[config.mk]
export PLATFORM = sky130hd
export DESIGN_NAME = viv_irq_ctrl
export DESIGN_NICKNAME = d
export VERILOG_FILES = /design/src/logic/viv_pkg.sv /design/src/logic/viv_irq_ctrl.sv
export SDC_FILE = /design/constraint.sdc
export NUM_CORES = 1
export LEC_CHECK = 0
export BUFFER_PORTS_ARGS = -buffer_cell sky130_fd_sc_hd__clkbuf_2
export CORE_MARGIN = 1.5
export CORE_UTILIZATION = 51
export DETAILED_ROUTE_END_ITERATION = 16
export PLACE_DENSITY_LB_ADDON = 0.2
export SETUP_SLACK_MARGIN = 0.2
export SLEW_MARGIN = 20
export SYNTH_ARGS = -nofsm -noshare
export SYNTH_HDL_FRONTEND = slang
export SYNTH_SLANG_ARGS = --single-unit
[constraint.sdc]
create_clock -name i_sys_clk -period 3.9 [get_ports i_sys_clk]
set_clock_uncertainty 0.2 [all_clocks]
set_input_delay 0.195 -clock i_sys_clk [delete_from_list [all_inputs] [get_ports i_sys_clk]]
set_output_delay 0.195 -clock i_sys_clk [all_outputs]
set_load 0.02 [all_outputs]
[src/logic/viv_pkg.sv]
// package for the vectored interrupt control block
// assumes one 200 MHz system clock and an apb3 register port
package viv_pkg;

  // apb byte offsets
  localparam logic [7:0] OFS_CTRL       = 8'h00;
  localparam logic [7:0] OFS_FLAGS0     = 8'h04;
  localparam logic [7:0] OFS_EN0        = 8'h08;
  localparam logic [7:0] OFS_PFLAGS     = 8'h0c;
  localparam logic [7:0] OFS_PEN        = 8'h10;
  localparam logic [7:0] OFS_CORE_STATE = 8'h14;
  localparam logic [7:0] OFS_EVT_STAT   = 8'h18;
  localparam logic [7:0] OFS_EVT_MASK   = 8'h1c;

  // control register fields
  localparam int BIT_GLB_EN = 7;
  localparam int BIT_GRP_EN = 6;
  localparam int BIT_EDGE   = 0;

  // flag register zero fields
  localparam int BIT_TMR0   = 5;
  localparam int BIT_PCHG   = 4;
  localparam int BIT_EXT    = 0;
  localparam logic [7:0] FLAGS0_IMPL = 8'h31;

  // event status fields
  localparam int BIT_EV_ENTRY  = 0;
  localparam int BIT_EV_RETURN = 1;

  // reset values
  localparam logic [7:0] RST_CTRL  = 8'h01;
  localparam logic [7:0] RST_ZERO8 = 8'h00;

  // fixed vector and instruction cycle
  localparam logic [14:0] IRQ_VECTOR   = 15'h0004;
  localparam int          CLK_PER_INSN = 4;
  localparam logic [1:0]  INSN_LAST    = 2'(CLK_PER_INSN - 1);

  typedef enum logic [1:0] {
    VIV_IDLE,
    VIV_FLUSH,
    VIV_PUSH,
    VIV_VECTOR
  } viv_state_e;

  // commands to the processor core
  typedef struct packed {
    logic flush;
    logic push_pc;
    logic save_ctx;
    logic load_pc;
    logic pop_pc;
    logic restore_ctx;
  } viv_core_cmd_s;

endpackage
[src/logic/viv_irq_ctrl.sv]
// vectored interrupt control: flags, enables, entry and return sequencing
// assumes synchronous inputs, apb3 master, core acts on o_core_cmd pulses
// Notes on behaviour
// RULE_01: any reset clears global and peripheral group enables.
// RULE_02: redirect needs global enable, own enable, and group enable for peripherals.
// RULE_03: flags set by hardware whatever the enables hold.
// RULE_04: entry flushes, clears global enable, pushes pc, saves context, loads 0004.
// RULE_05: global enable clear only records; pending flag taken once it is set.
// RULE_06: return pops pc, restores context and sets global enable together.
// RULE_07: event to first vector instruction takes three or four instruction cycles.
// RULE_08: software polls flags and clears serviced ones before returning.
// RULE_09: software clears a flag before setting its enable.
// RULE_10: timer zero flag set on overflow, resets zero, held until cleared.
// RULE_11: pin change summary is read-only or of all port change flags.
// RULE_12: external flag set on the input event, held until cleared.
// RULE_13: flag zero bits 7,6,3,2,1 read as zero.
// RULE_14: request is global enable and any enabled flag, evaluated per instruction cycle.
`timescale 1ns/1ps
`default_nettype none

module viv_irq_ctrl
(
  // clock and reset
  input  wire logic                  i_sys_clk,
  input  wire logic                  i_rst_b,
  // apb slave
  input  wire logic                  i_psel,
  input  wire logic                  i_penable,
  input  wire logic                  i_pwrite,
  input  wire logic [7:0]            i_paddr,
  input  wire logic [31:0]           i_pwdata,
  output logic                       o_pready,
  output logic                       o_pslverr,
  output logic [31:0]                o_prdata,
  // event sources
  input  wire logic                  i_timer_zero_ovf,
  input  wire logic                  i_ext_irq_pin,
  input  wire logic [7:0]            i_port_change_flags,
  input  wire logic [7:0]            i_periph_evt,
  // processor core
  input  wire logic                  i_return_instr,
  output viv_pkg::viv_core_cmd_s     o_core_cmd,
  output logic [14:0]                o_vector,
  output logic                       o_core_req,
  output logic                       o_insn_tick,
  // interrupt line
  output logic                       o_irq
);

  logic [1:0]            q_cnt;
  logic                  insn_tick;
  viv_pkg::viv_state_e   state;
  viv_pkg::viv_state_e   next_state;
  logic                  global_irq_enable;
  logic                  periph_group_irq_enable;
  logic                  ext_edge_rising;
  logic                  timer_zero_overflow_flag;
  logic                  ext_irq_flag;
  logic                  pin_change_summary_flag;
  logic [7:0]            irq_enable_zero;
  logic [7:0]            periph_flag_regs;
  logic [7:0]            periph_enable_regs;
  logic [1:0]            evt_stat;
  logic [1:0]            evt_mask;
  logic                  ext_pin_d;
  logic                  ext_evt;
  logic                  setup;
  logic                  wr;
  logic                  core_req;
  logic                  accept;
  logic                  ret;
  logic [7:0]            flags0;
  logic [7:0]            wbyte;
  logic                  mapped;
  logic [31:0]           rd_mux;
  logic                  ext_primed;
  logic                  clr_flags0;
  logic                  clr_pflags;
  logic                  clr_evt_stat;

  function automatic logic hit(input logic [7:0] addr, input logic [7:0] ofs);
    hit = (addr == ofs);
  endfunction

  // write-one-clear with the hardware set taking priority
  function automatic logic sticky_next(input logic cur, input logic set, input logic clr);
    sticky_next = set | (cur & ~clr);
  endfunction

  assign setup     = i_psel & ~i_penable;
  assign wr        = i_psel & i_penable & i_pwrite;
  assign wbyte     = i_pwdata[7:0];
  assign o_pready  = 1'b1;
  assign insn_tick = (q_cnt == viv_pkg::INSN_LAST);
  assign o_insn_tick = insn_tick;
  assign ret       = i_return_instr;

  // register write strobes shared by the write-one-clear bits
  assign clr_flags0   = wr & hit(i_paddr, viv_pkg::OFS_FLAGS0);
  assign clr_pflags   = wr & hit(i_paddr, viv_pkg::OFS_PFLAGS);
  assign clr_evt_stat = wr & hit(i_paddr, viv_pkg::OFS_EVT_STAT);

  // instruction cycle divider
  always_ff @(posedge i_sys_clk or negedge i_rst_b)
  begin
    if (!i_rst_b)
      q_cnt <= 2'h0;
    else
      q_cnt <= q_cnt + 2'h1;
  end

  // external input delay, primed one clock after reset
  always_ff @(posedge i_sys_clk or negedge i_rst_b)
  begin
    if (!i_rst_b)
    begin
      ext_pin_d  <= 1'b0;
      ext_primed <= 1'b0;
    end
    else
    begin
      ext_pin_d  <= i_ext_irq_pin;
      ext_primed <= 1'b1;
    end
  end

  // no false edge from a pin already high at reset release
  always_comb
  begin
    ext_evt = 1'b0;
    if (ext_primed)
    begin
      if (ext_edge_rising)
        ext_evt = i_ext_irq_pin & ~ext_pin_d;
      else
        ext_evt = ~i_ext_irq_pin & ext_pin_d;
    end
  end

  // summary is combinational so it clears only when every port flag is clear
  assign pin_change_summary_flag = |i_port_change_flags; // RULE_11

  always_comb
  begin
    flags0                     = 8'h00; // RULE_13
    flags0[viv_pkg::BIT_TMR0]  = timer_zero_overflow_flag;
    flags0[viv_pkg::BIT_PCHG]  = pin_change_summary_flag;
    flags0[viv_pkg::BIT_EXT]   = ext_irq_flag;
  end

  // flag zero bits: set wins over a write-one clear
  always_ff @(posedge i_sys_clk or negedge i_rst_b)
  begin
    if (!i_rst_b)
    begin
      timer_zero_overflow_flag <= 1'b0; // RULE_10
      ext_irq_flag             <= 1'b0;
    end
    else
    begin
      timer_zero_overflow_flag <= sticky_next(timer_zero_overflow_flag, i_timer_zero_ovf, // RULE_03 RULE_10
        clr_flags0 & wbyte[viv_pkg::BIT_TMR0]);
      ext_irq_flag <= sticky_next(ext_irq_flag, ext_evt, clr_flags0 & wbyte[viv_pkg::BIT_EXT]); // RULE_03 RULE_12
    end
  end

  // peripheral flags, one per source
  genvar g;
  generate
    for (g = 0; g < 8; g++)
    begin : g_pflag
      always_ff @(posedge i_sys_clk or negedge i_rst_b)
      begin
        if (!i_rst_b)
          periph_flag_regs[g] <= 1'b0;
        else
          periph_flag_regs[g] <= sticky_next(periph_flag_regs[g], i_periph_evt[g], clr_pflags & wbyte[g]); // RULE_03
      end
    end
  endgenerate

  // enable registers
  always_ff @(posedge i_sys_clk or negedge i_rst_b)
  begin
    if (!i_rst_b)
    begin
      irq_enable_zero    <= viv_pkg::RST_ZERO8;
      periph_enable_regs <= viv_pkg::RST_ZERO8;
    end
    else if (wr)
    begin
      if (hit(i_paddr, viv_pkg::OFS_EN0))
        irq_enable_zero <= wbyte & viv_pkg::FLAGS0_IMPL;
      if (hit(i_paddr, viv_pkg::OFS_PEN))
        periph_enable_regs <= wbyte;
    end
  end

  // edge select for the external input, rising after reset
  always_ff @(posedge i_sys_clk or negedge i_rst_b)
  begin
    if (!i_rst_b)
      ext_edge_rising <= viv_pkg::RST_CTRL[viv_pkg::BIT_EDGE];
    else if (wr && hit(i_paddr, viv_pkg::OFS_CTRL))
      ext_edge_rising <= wbyte[viv_pkg::BIT_EDGE];
  end

  // global enable: entry clears, return sets, else software writes
  always_ff @(posedge i_sys_clk or negedge i_rst_b)
  begin
    if (!i_rst_b)
      global_irq_enable <= viv_pkg::RST_CTRL[viv_pkg::BIT_GLB_EN]; // RULE_01
    else if (accept)
      global_irq_enable <= 1'b0; // RULE_04
    else if (ret)
      global_irq_enable <= 1'b1; // RULE_06
    else if (wr && hit(i_paddr, viv_pkg::OFS_CTRL))
      global_irq_enable <= wbyte[viv_pkg::BIT_GLB_EN];
  end

  // group enable is software only, no sequencing touches it
  always_ff @(posedge i_sys_clk or negedge i_rst_b)
  begin
    if (!i_rst_b)
      periph_group_irq_enable <= viv_pkg::RST_CTRL[viv_pkg::BIT_GRP_EN]; // RULE_01
    else if (wr && hit(i_paddr, viv_pkg::OFS_CTRL))
      periph_group_irq_enable <= wbyte[viv_pkg::BIT_GRP_EN];
  end

  // request: pending flags wait in their bits until global enable returns
  assign core_req = global_irq_enable // RULE_02 RULE_05 RULE_14
    & ((|(flags0 & irq_enable_zero))
    | (periph_group_irq_enable & (|(periph_flag_regs & periph_enable_regs))));
  assign o_core_req = core_req;

  // sampled only on the instruction boundary, as the core would
  assign accept = insn_tick & (state == viv_pkg::VIV_IDLE) & core_req; // RULE_14

  // entry sequence, one step per instruction cycle
  always_comb
  begin
    next_state = state;
    case (state)
      viv_pkg::VIV_IDLE:   if (accept) next_state = viv_pkg::VIV_FLUSH;
      viv_pkg::VIV_FLUSH:  if (insn_tick) next_state = viv_pkg::VIV_PUSH;
      viv_pkg::VIV_PUSH:   if (insn_tick) next_state = viv_pkg::VIV_VECTOR;
      viv_pkg::VIV_VECTOR: if (insn_tick) next_state = viv_pkg::VIV_IDLE;
      default:             next_state = viv_pkg::VIV_IDLE;
    endcase
  end

  always_ff @(posedge i_sys_clk or negedge i_rst_b)
  begin
    if (!i_rst_b)
      state <= viv_pkg::VIV_IDLE;
    else
      state <= next_state; // RULE_07
  end

  // core commands, one-cycle pulses from flops
  always_ff @(posedge i_sys_clk or negedge i_rst_b)
  begin
    if (!i_rst_b)
      o_core_cmd <= '0;
    else
    begin
      o_core_cmd.flush       <= accept; // RULE_04
      o_core_cmd.push_pc     <= insn_tick & (state == viv_pkg::VIV_FLUSH); // RULE_04
      o_core_cmd.save_ctx    <= insn_tick & (state == viv_pkg::VIV_FLUSH); // RULE_04
      o_core_cmd.load_pc     <= insn_tick & (state == viv_pkg::VIV_PUSH); // RULE_04 RULE_07
      o_core_cmd.pop_pc      <= ret; // RULE_06
      o_core_cmd.restore_ctx <= ret; // RULE_06
    end
  end

  // vector holds after entry so the core may sample it late
  always_ff @(posedge i_sys_clk or negedge i_rst_b)
  begin
    if (!i_rst_b)
      o_vector <= 15'h0000;
    else if (insn_tick && state == viv_pkg::VIV_PUSH)
      o_vector <= viv_pkg::IRQ_VECTOR; // RULE_04
  end

  // sticky event status, write one to clear, set wins
  always_ff @(posedge i_sys_clk or negedge i_rst_b)
  begin
    if (!i_rst_b)
      evt_stat <= 2'h0;
    else
    begin
      evt_stat[viv_pkg::BIT_EV_ENTRY]  <= sticky_next(evt_stat[viv_pkg::BIT_EV_ENTRY], accept,
        clr_evt_stat & wbyte[viv_pkg::BIT_EV_ENTRY]);
      evt_stat[viv_pkg::BIT_EV_RETURN] <= sticky_next(evt_stat[viv_pkg::BIT_EV_RETURN], ret,
        clr_evt_stat & wbyte[viv_pkg::BIT_EV_RETURN]);
    end
  end

  // event mask
  always_ff @(posedge i_sys_clk or negedge i_rst_b)
  begin
    if (!i_rst_b)
      evt_mask <= 2'h0;
    else if (wr && hit(i_paddr, viv_pkg::OFS_EVT_MASK))
      evt_mask <= wbyte[1:0];
  end

  assign o_irq = |(evt_stat & evt_mask);

  // read mux; unmapped reads zero with an error
  always_comb
  begin
    rd_mux = 32'h0000_0000;
    mapped = 1'b1;
    case (i_paddr)
      viv_pkg::OFS_CTRL:
      begin
        rd_mux[viv_pkg::BIT_GLB_EN] = global_irq_enable;
        rd_mux[viv_pkg::BIT_GRP_EN] = periph_group_irq_enable;
        rd_mux[viv_pkg::BIT_EDGE] = ext_edge_rising;
      end
      viv_pkg::OFS_FLAGS0:     rd_mux[7:0] = flags0;
      viv_pkg::OFS_EN0:        rd_mux[7:0] = irq_enable_zero;
      viv_pkg::OFS_PFLAGS:     rd_mux[7:0] = periph_flag_regs;
      viv_pkg::OFS_PEN:        rd_mux[7:0] = periph_enable_regs;
      viv_pkg::OFS_CORE_STATE: rd_mux[2:0] = {core_req, state};
      viv_pkg::OFS_EVT_STAT:   rd_mux[1:0] = evt_stat;
      viv_pkg::OFS_EVT_MASK:   rd_mux[1:0] = evt_mask;
      default:                 mapped = 1'b0;
    endcase
  end

  // read data captured at setup, stands through the access phase
  always_ff @(posedge i_sys_clk or negedge i_rst_b)
  begin
    if (!i_rst_b)
    begin
      o_prdata  <= 32'h0000_0000;
      o_pslverr <= 1'b0;
    end
    else if (setup)
    begin
      o_prdata  <= rd_mux;
      o_pslverr <= ~mapped;
    end
  end

endmodule

`default_nettype wire

# After elaboration in Yosys (flattened, before gate mapping)
# Index checks and enable logic that the tools add are counted.
dict set report totals {
  word_cells 144
  register_bits 48
  inputBits 64
  output_inout_bits 58
}
dict set report op_classes {
  eq_ne 15
  n_bitwise 70
  n_reduce_logical 14
  mux 16
  add_sub_neg 1
}
# operator n
set op_table {}
lappend op_table {{1-bit AND} 38}
lappend op_table {{8-bit by 5-bit equality test with 1-bit output, second input constant} 4}
lappend op_table {{8-bit OR reduction} 4}
lappend op_table {{8-bit by 4-bit equality test with 1-bit output, second input constant} 2}
lappend op_table {{1-bit inverter} 16}
lappend op_table {{1-bit OR} 13}
lappend op_table {{3-bit case mux with 4 select lines} 1}
lappend op_table {{8-bit AND} 1}
lappend op_table {{8-bit by 3-bit equality test with 1-bit output, second input constant} 1}
lappend op_table {{8-bit logical NOT} 1}
lappend op_table {{2-bit two-way mux} 4}
lappend op_table {{2-bit != test, second input constant} 4}
lappend op_table {{1-bit case mux with 8 select lines} 1}
lappend op_table {{2-bit case mux with 4 select lines} 1}
lappend op_table {{6-bit AND} 1}
lappend op_table {{2-bit equality test, second input constant} 3}
lappend op_table {{1-bit two-way mux} 6}
lappend op_table {{2-bit case mux with 3 select lines} 1}
lappend op_table {{1-bit case mux with 5 select lines} 1}
lappend op_table {{2-bit AND reduction} 2}
lappend op_table {{4-bit AND reduction} 1}
lappend op_table {{1-bit logical AND} 3}
lappend op_table {{1-bit case mux with 3 select lines} 1}
lappend op_table {{3-bit nonzero test} 1}
lappend op_table {{5 further kinds} 5}

# Depth between registers and ports, before layout
dict set report logic_depth {
  word_depth 8
  depth_mapped 6
  depth_no_buf 6
}

# Worst setup path before layout
# OpenSTA, ideal clock, no wires.
dict set report synth_timing {
  path_type {reg-to-reg}
  from {register periph_flag_regs[1]}
  to {register evt_stat[0]}
  path_buffers 0
  arrival_ns 1.529
  period_less_slack_ns 1.851
  setup_ns 0.122
  path_stages_with_launch 6
  t_required_ns 3.578
  slack_ns 2.049
  path_cell_list {dfrtp_1 a22oi_1 a41oi_1 a311oi_2 inv_1 a32o_1}
}
dict set report synth_between {
  elab_chain_len 7
}
# element line
set synth_lines {}
lappend synth_lines {{start: declaration} viv_irq_ctrl.sv:61} ;# logic [7:0] periph_flag_regs;
lappend synth_lines {{start signal: indexed assignment} viv_irq_ctrl.sv:177} ;# periph_flag_regs[g] <= sticky_next(periph_flag_regs[g], i_periph_evt[g], clr_pflags & wbyte[g]);
lappend synth_lines {{8-bit AND} viv_irq_ctrl.sv:233} ;# | (periph_group_irq_enable & (|(periph_flag_regs & periph_enable_regs))));
lappend synth_lines {{8-bit OR reduction} viv_irq_ctrl.sv:233}
lappend synth_lines {{1-bit AND} viv_irq_ctrl.sv:233}
lappend synth_lines {{1-bit OR} viv_irq_ctrl.sv:233}
lappend synth_lines {{1-bit AND} viv_irq_ctrl.sv:232} ;# & ((|(flags0 & irq_enable_zero))
lappend synth_lines {{net o_core_req} viv_irq_ctrl.sv:44} ;# output logic o_core_req,
lappend synth_lines {{1-bit AND} viv_irq_ctrl.sv:237} ;# assign accept = insn_tick & (state == viv_pkg::VIV_IDLE) & core_req;
lappend synth_lines {{1-bit OR} viv_irq_ctrl.sv:87} ;# sticky_next = set | (cur & ~clr);
lappend synth_lines {{end signal: indexed assignment} viv_irq_ctrl.sv:292} ;# evt_stat[viv_pkg::BIT_EV_ENTRY] <= sticky_next(evt_stat[viv_pkg::BIT_EV_ENTRY], accept,
lappend synth_lines {{end signal: indexed assignment} viv_irq_ctrl.sv:294} ;# evt_stat[viv_pkg::BIT_EV_RETURN] <= sticky_next(evt_stat[viv_pkg::BIT_EV_RETURN], ret,
lappend synth_lines {{end: declaration} viv_irq_ctrl.sv:63} ;# logic [1:0] evt_stat;
# The timed path passes the listed nets, and every way through them passes these cells.
# A chain may end at the register's enable or synchronous reset.

# Final worst setup path
dict set report layout_timing {
  from {register periph_flag_regs[1]}
  to {output o_core_req}
}
dict set report layout_between {
  elab_chain_len 5
}
# element line
set layout_lines {}
lappend layout_lines {{8-bit AND} viv_irq_ctrl.sv:233}
lappend layout_lines {{8-bit OR reduction} viv_irq_ctrl.sv:233}
lappend layout_lines {{1-bit AND} viv_irq_ctrl.sv:233}
lappend layout_lines {{1-bit OR} viv_irq_ctrl.sv:233}
lappend layout_lines {{1-bit AND} viv_irq_ctrl.sv:232}
lappend layout_lines {{end: declaration} viv_irq_ctrl.sv:44}
# Every way passes these cells.

==> results.md <==
* # Post-CTS Setup Buffers at 0
* Routed length per instance at 14.4 um
* PD cells at around 370 nW/um^2
* Clk network pwr share at about 30%
* Slew Limit Fails at 0
* Logic gate share of total power at 25.0%
* WL final at around 5.8 mm
* First-pass GRT wire length at ~9 mm
* CTS tree: built
* Num CTS Buffers at 5
* Clk buf depth at 2
* Post-synthesis average cell area at roughly 11 sq um
* Slowest stage delay, CP at 0.49 ns
* Sum Neg Setup Slack at 0 ns
* Chip width at about 75 um
* Most used flip-flop cell after synthesis: dfrtp_1
* Share of flip-flops with an asynchronous set or reset at 100%
* YS warnings at 0
* Crit end category: primary output
* Switching power at ~0.00037 W
* Hold path cells at 3
* Worst-Margin Slew at around 0.6 ns
* Slowest CP cell: a311oi_2
* EDFF count, synth at 0
* Worst skew pair latency at ~0.30 ns
* Tot Pwr at between 0.001 and 0.0015 W
* Max Clock Freq at between 400 and 500 MHz
* RSZ-0062 raised after global routing: false
* Setup violators final at 0
* Number of DRC markers in iteration 0 at around 120
* Synth Instances at around 250
* Area grow syn2layout at 21.3%
* Boundary Pins at 122
* Vias at 2087
* Worst Hold End: periph_flag_regs[0]$_DFF_PN0_
* Crit-path max FO at 4
* Clk pin slew, worst setup/hold paths at about 0.09 ns
* Share of layout cells above drive strength 1 at 29.1%
* CP arrival at around 2.0 ns
* Total die area at 5680 sq um
* Largest net degree at the start of global routing at between 40 and 50
* Final worst slack at roughly 1.5 ns
* Hold Vio Cnt, Final at 0
* Hold_sp: i_pwdata[0]
* Row count at 26
* Critical path class: reg2out
* Commonest non-fill, non-tap cell in the layout: clkbuf_2
* Crit-path cells: a22oi_1, a41oi_1, a311oi_2, inv_1, clkbuf_2
* Slew HR at roughly three fifths
* Gpl congestion at 0.837
* Vias per cell at 5.18
* HPWL Detailed at around 4.2 mm
* Most frequent cells in the layout: 58 x clkbuf_2, 47 x dfrtp_1, 40 x conb_1
* H-tree level count at 2
* Buffers on Ports at 58
* Ant. Diodes at 0
* Worst R2R Path Depth at 5
* Seq pwr share at 45.4%
* Worst r2r src: periph_flag_regs[1]$_DFF_PN0_
* Pre-antenna DRT Iters at 5
* Fin nets at roughly 400
* Register area share after synthesis at 45.0%
* Synth unique cells at between 40 and 50
* Status: finished clean
* Yosys reg bits at 48
* Core area at 5070 sq um
* Hold WS at slightly below 0.06 ns
* Pleak at approximately 1.6 nW
* Vias in the first global route at 1823
* Global route overflow at 0
* Clock net sink count at between 40 and 50
* Root buffer cell: clkbuf_8
* VDD IR-drop max at 0.199 mV
* Total GRT Usage at 21.3%
* Hold Path Class: in2reg
* Switching share of power at 30.5%
* Core Util, Final at 63.9%
* Worst r2r dst: evt_stat[0]$_DFF_PN0_
* Die Height at roughly 75 um
* Worst R2R Setup Slack at ~1.8 ns
* MaxCap Viol Count at 0
* Synth Cell Area at roughly 2700 sq um
* Area leader, netlist: dfrtp_1
* Antenna violations before repair at 0
* WP data required at 3.50 ns
* Part of the cycle the worst path needs at roughly 61%
* Routed Antenna Nets at 0
* Synth top area share at between 40 and 50%
* Final min period at between 2 and 2.5 ns
* Worst Setup SP: periph_flag_regs[1]$_DFF_PN0_
* Setup WS pre-CTS at approximately 1.8 ns
* Internal at roughly 0.00084 W
* CP startpoint kind: register
* DRC at 0
* Starting density of the core at between 50% and 60%
* Ranking of synthesized cells by area: dfrtp_1 44%, buf_4 12%, mux2_2 7.2%, mux2i_1 3.4%, nand2_1 2.9%
==> layout make-up <==
| cell class | instances | area [sq um] |
|---|---|---|
| clock inverters | 3 | 42.5 |
| multi-input cells | 184 | 1260 |
| flip-flops and latches | 48 | 1200 |
| fillers | 430 | 1830 |
| well taps | 70 | 87.6 |
| repair buffers | 85 | 556 |
| inverters | 8 | 30.0 |
| clock buffers | 5 | 68.8 |
==> sequential cells by signal, summed over array words and instances, names as in the netlist, 2 cells and up <==
name,cells
evt_stat,2
o_core_cmd,4
o_prdata,8
state,2
q_cnt,2
evt_mask,2
periph_enable_regs,8
periph_flag_regs,8
irq_enable_zero,3
==> kinds of logic (layout without fill, tap and decap cells) <==
group           count (synthesis)  count (layout)  share of synthesized area, %
simple gates                   64              64                          13.4
buf+inv                        54             101                          13.3
flops                          48              48                          45.0
compound gates                 45              45                          12.1
mux                            29              29                          13.1
fa+ha+maj                       6               6                          2.81
other cells                     2              40                         0.281
==> repair_timing <==
action                                 CTS  global route
endpoints found under the hold margin   71             0
hold buffers                            25             0
resized for setup                        0             0
==> per-stage QoR <==
stage | cell area [sq um] | std cells
finish | 3240 | 403
global route | 3240 | 403
CTS | 3240 | 403
detailed placement | 2880 | 370
global placement | 2880 | 370
floorplan | 2820 | 286
==> per-layer routing <==
metal | up-vias | wire length (um) | GRT usage, %
li1 | 973 | - | -
met1 | 1011 | 2590 | 30.9
met2 | 96 | 2800 | 32.9
met3 | 7 | 373 | 4.23
met4 | 0 | 55 | 5.36
met5 | - | 0 | 0
==> power by group through the flow <==
stage               logic, W  clock network [W]  registers (W)
finish              0.000303           0.000359       0.000550
detailed placement  0.000286                  0       0.000560
floorplan           0.000231                  0       0.000561
CTS                 0.000303           0.000368       0.000550
global route        0.000335           0.000385       0.000555
global placement    0.000276                  0       0.000558
==> Yosys cell counts (3+ instances only) <==
master	count
a21o_1	10
a21oi_1	5
a22o_1	3
a22oi_1	9
buf_4	41
clkbuf_1	4
dfrtp_1	47
ha_1	6
inv_1	8
mux2_2	17
mux2i_1	9
mux4_2	3
nand2_1	21
nand3_1	7
nor2_1	9
nor2b_1	3
nor4_1	3
o21ai_0	7
==> worst max-delay path: cells and delay by family (launching register included) <==
| kind | cells | cell delay (ns) |
|---|---|---|
| DFF | 1 | 0.43 |
| AOI/OAI and AO/OA | 3 | 0.89 |
| buffers and inverters | 2 | 0.36 |
==> how the worst max path moves through the flow <==
stage | endpoint | cells past startpoint
after floorplan | evt_stat[0]$_DFF_PN0_ | 5
after global placement | periph_enable_regs[1]$_DFFE_PN0P_ | 5
after detailed placement | periph_enable_regs[7]$_DFFE_PN0P_ | 5
after CTS | o_core_req | 5
after global routing | o_core_req | 5
final | o_core_req | 5
Note: power is estimated with default switching activity, not from simulation.
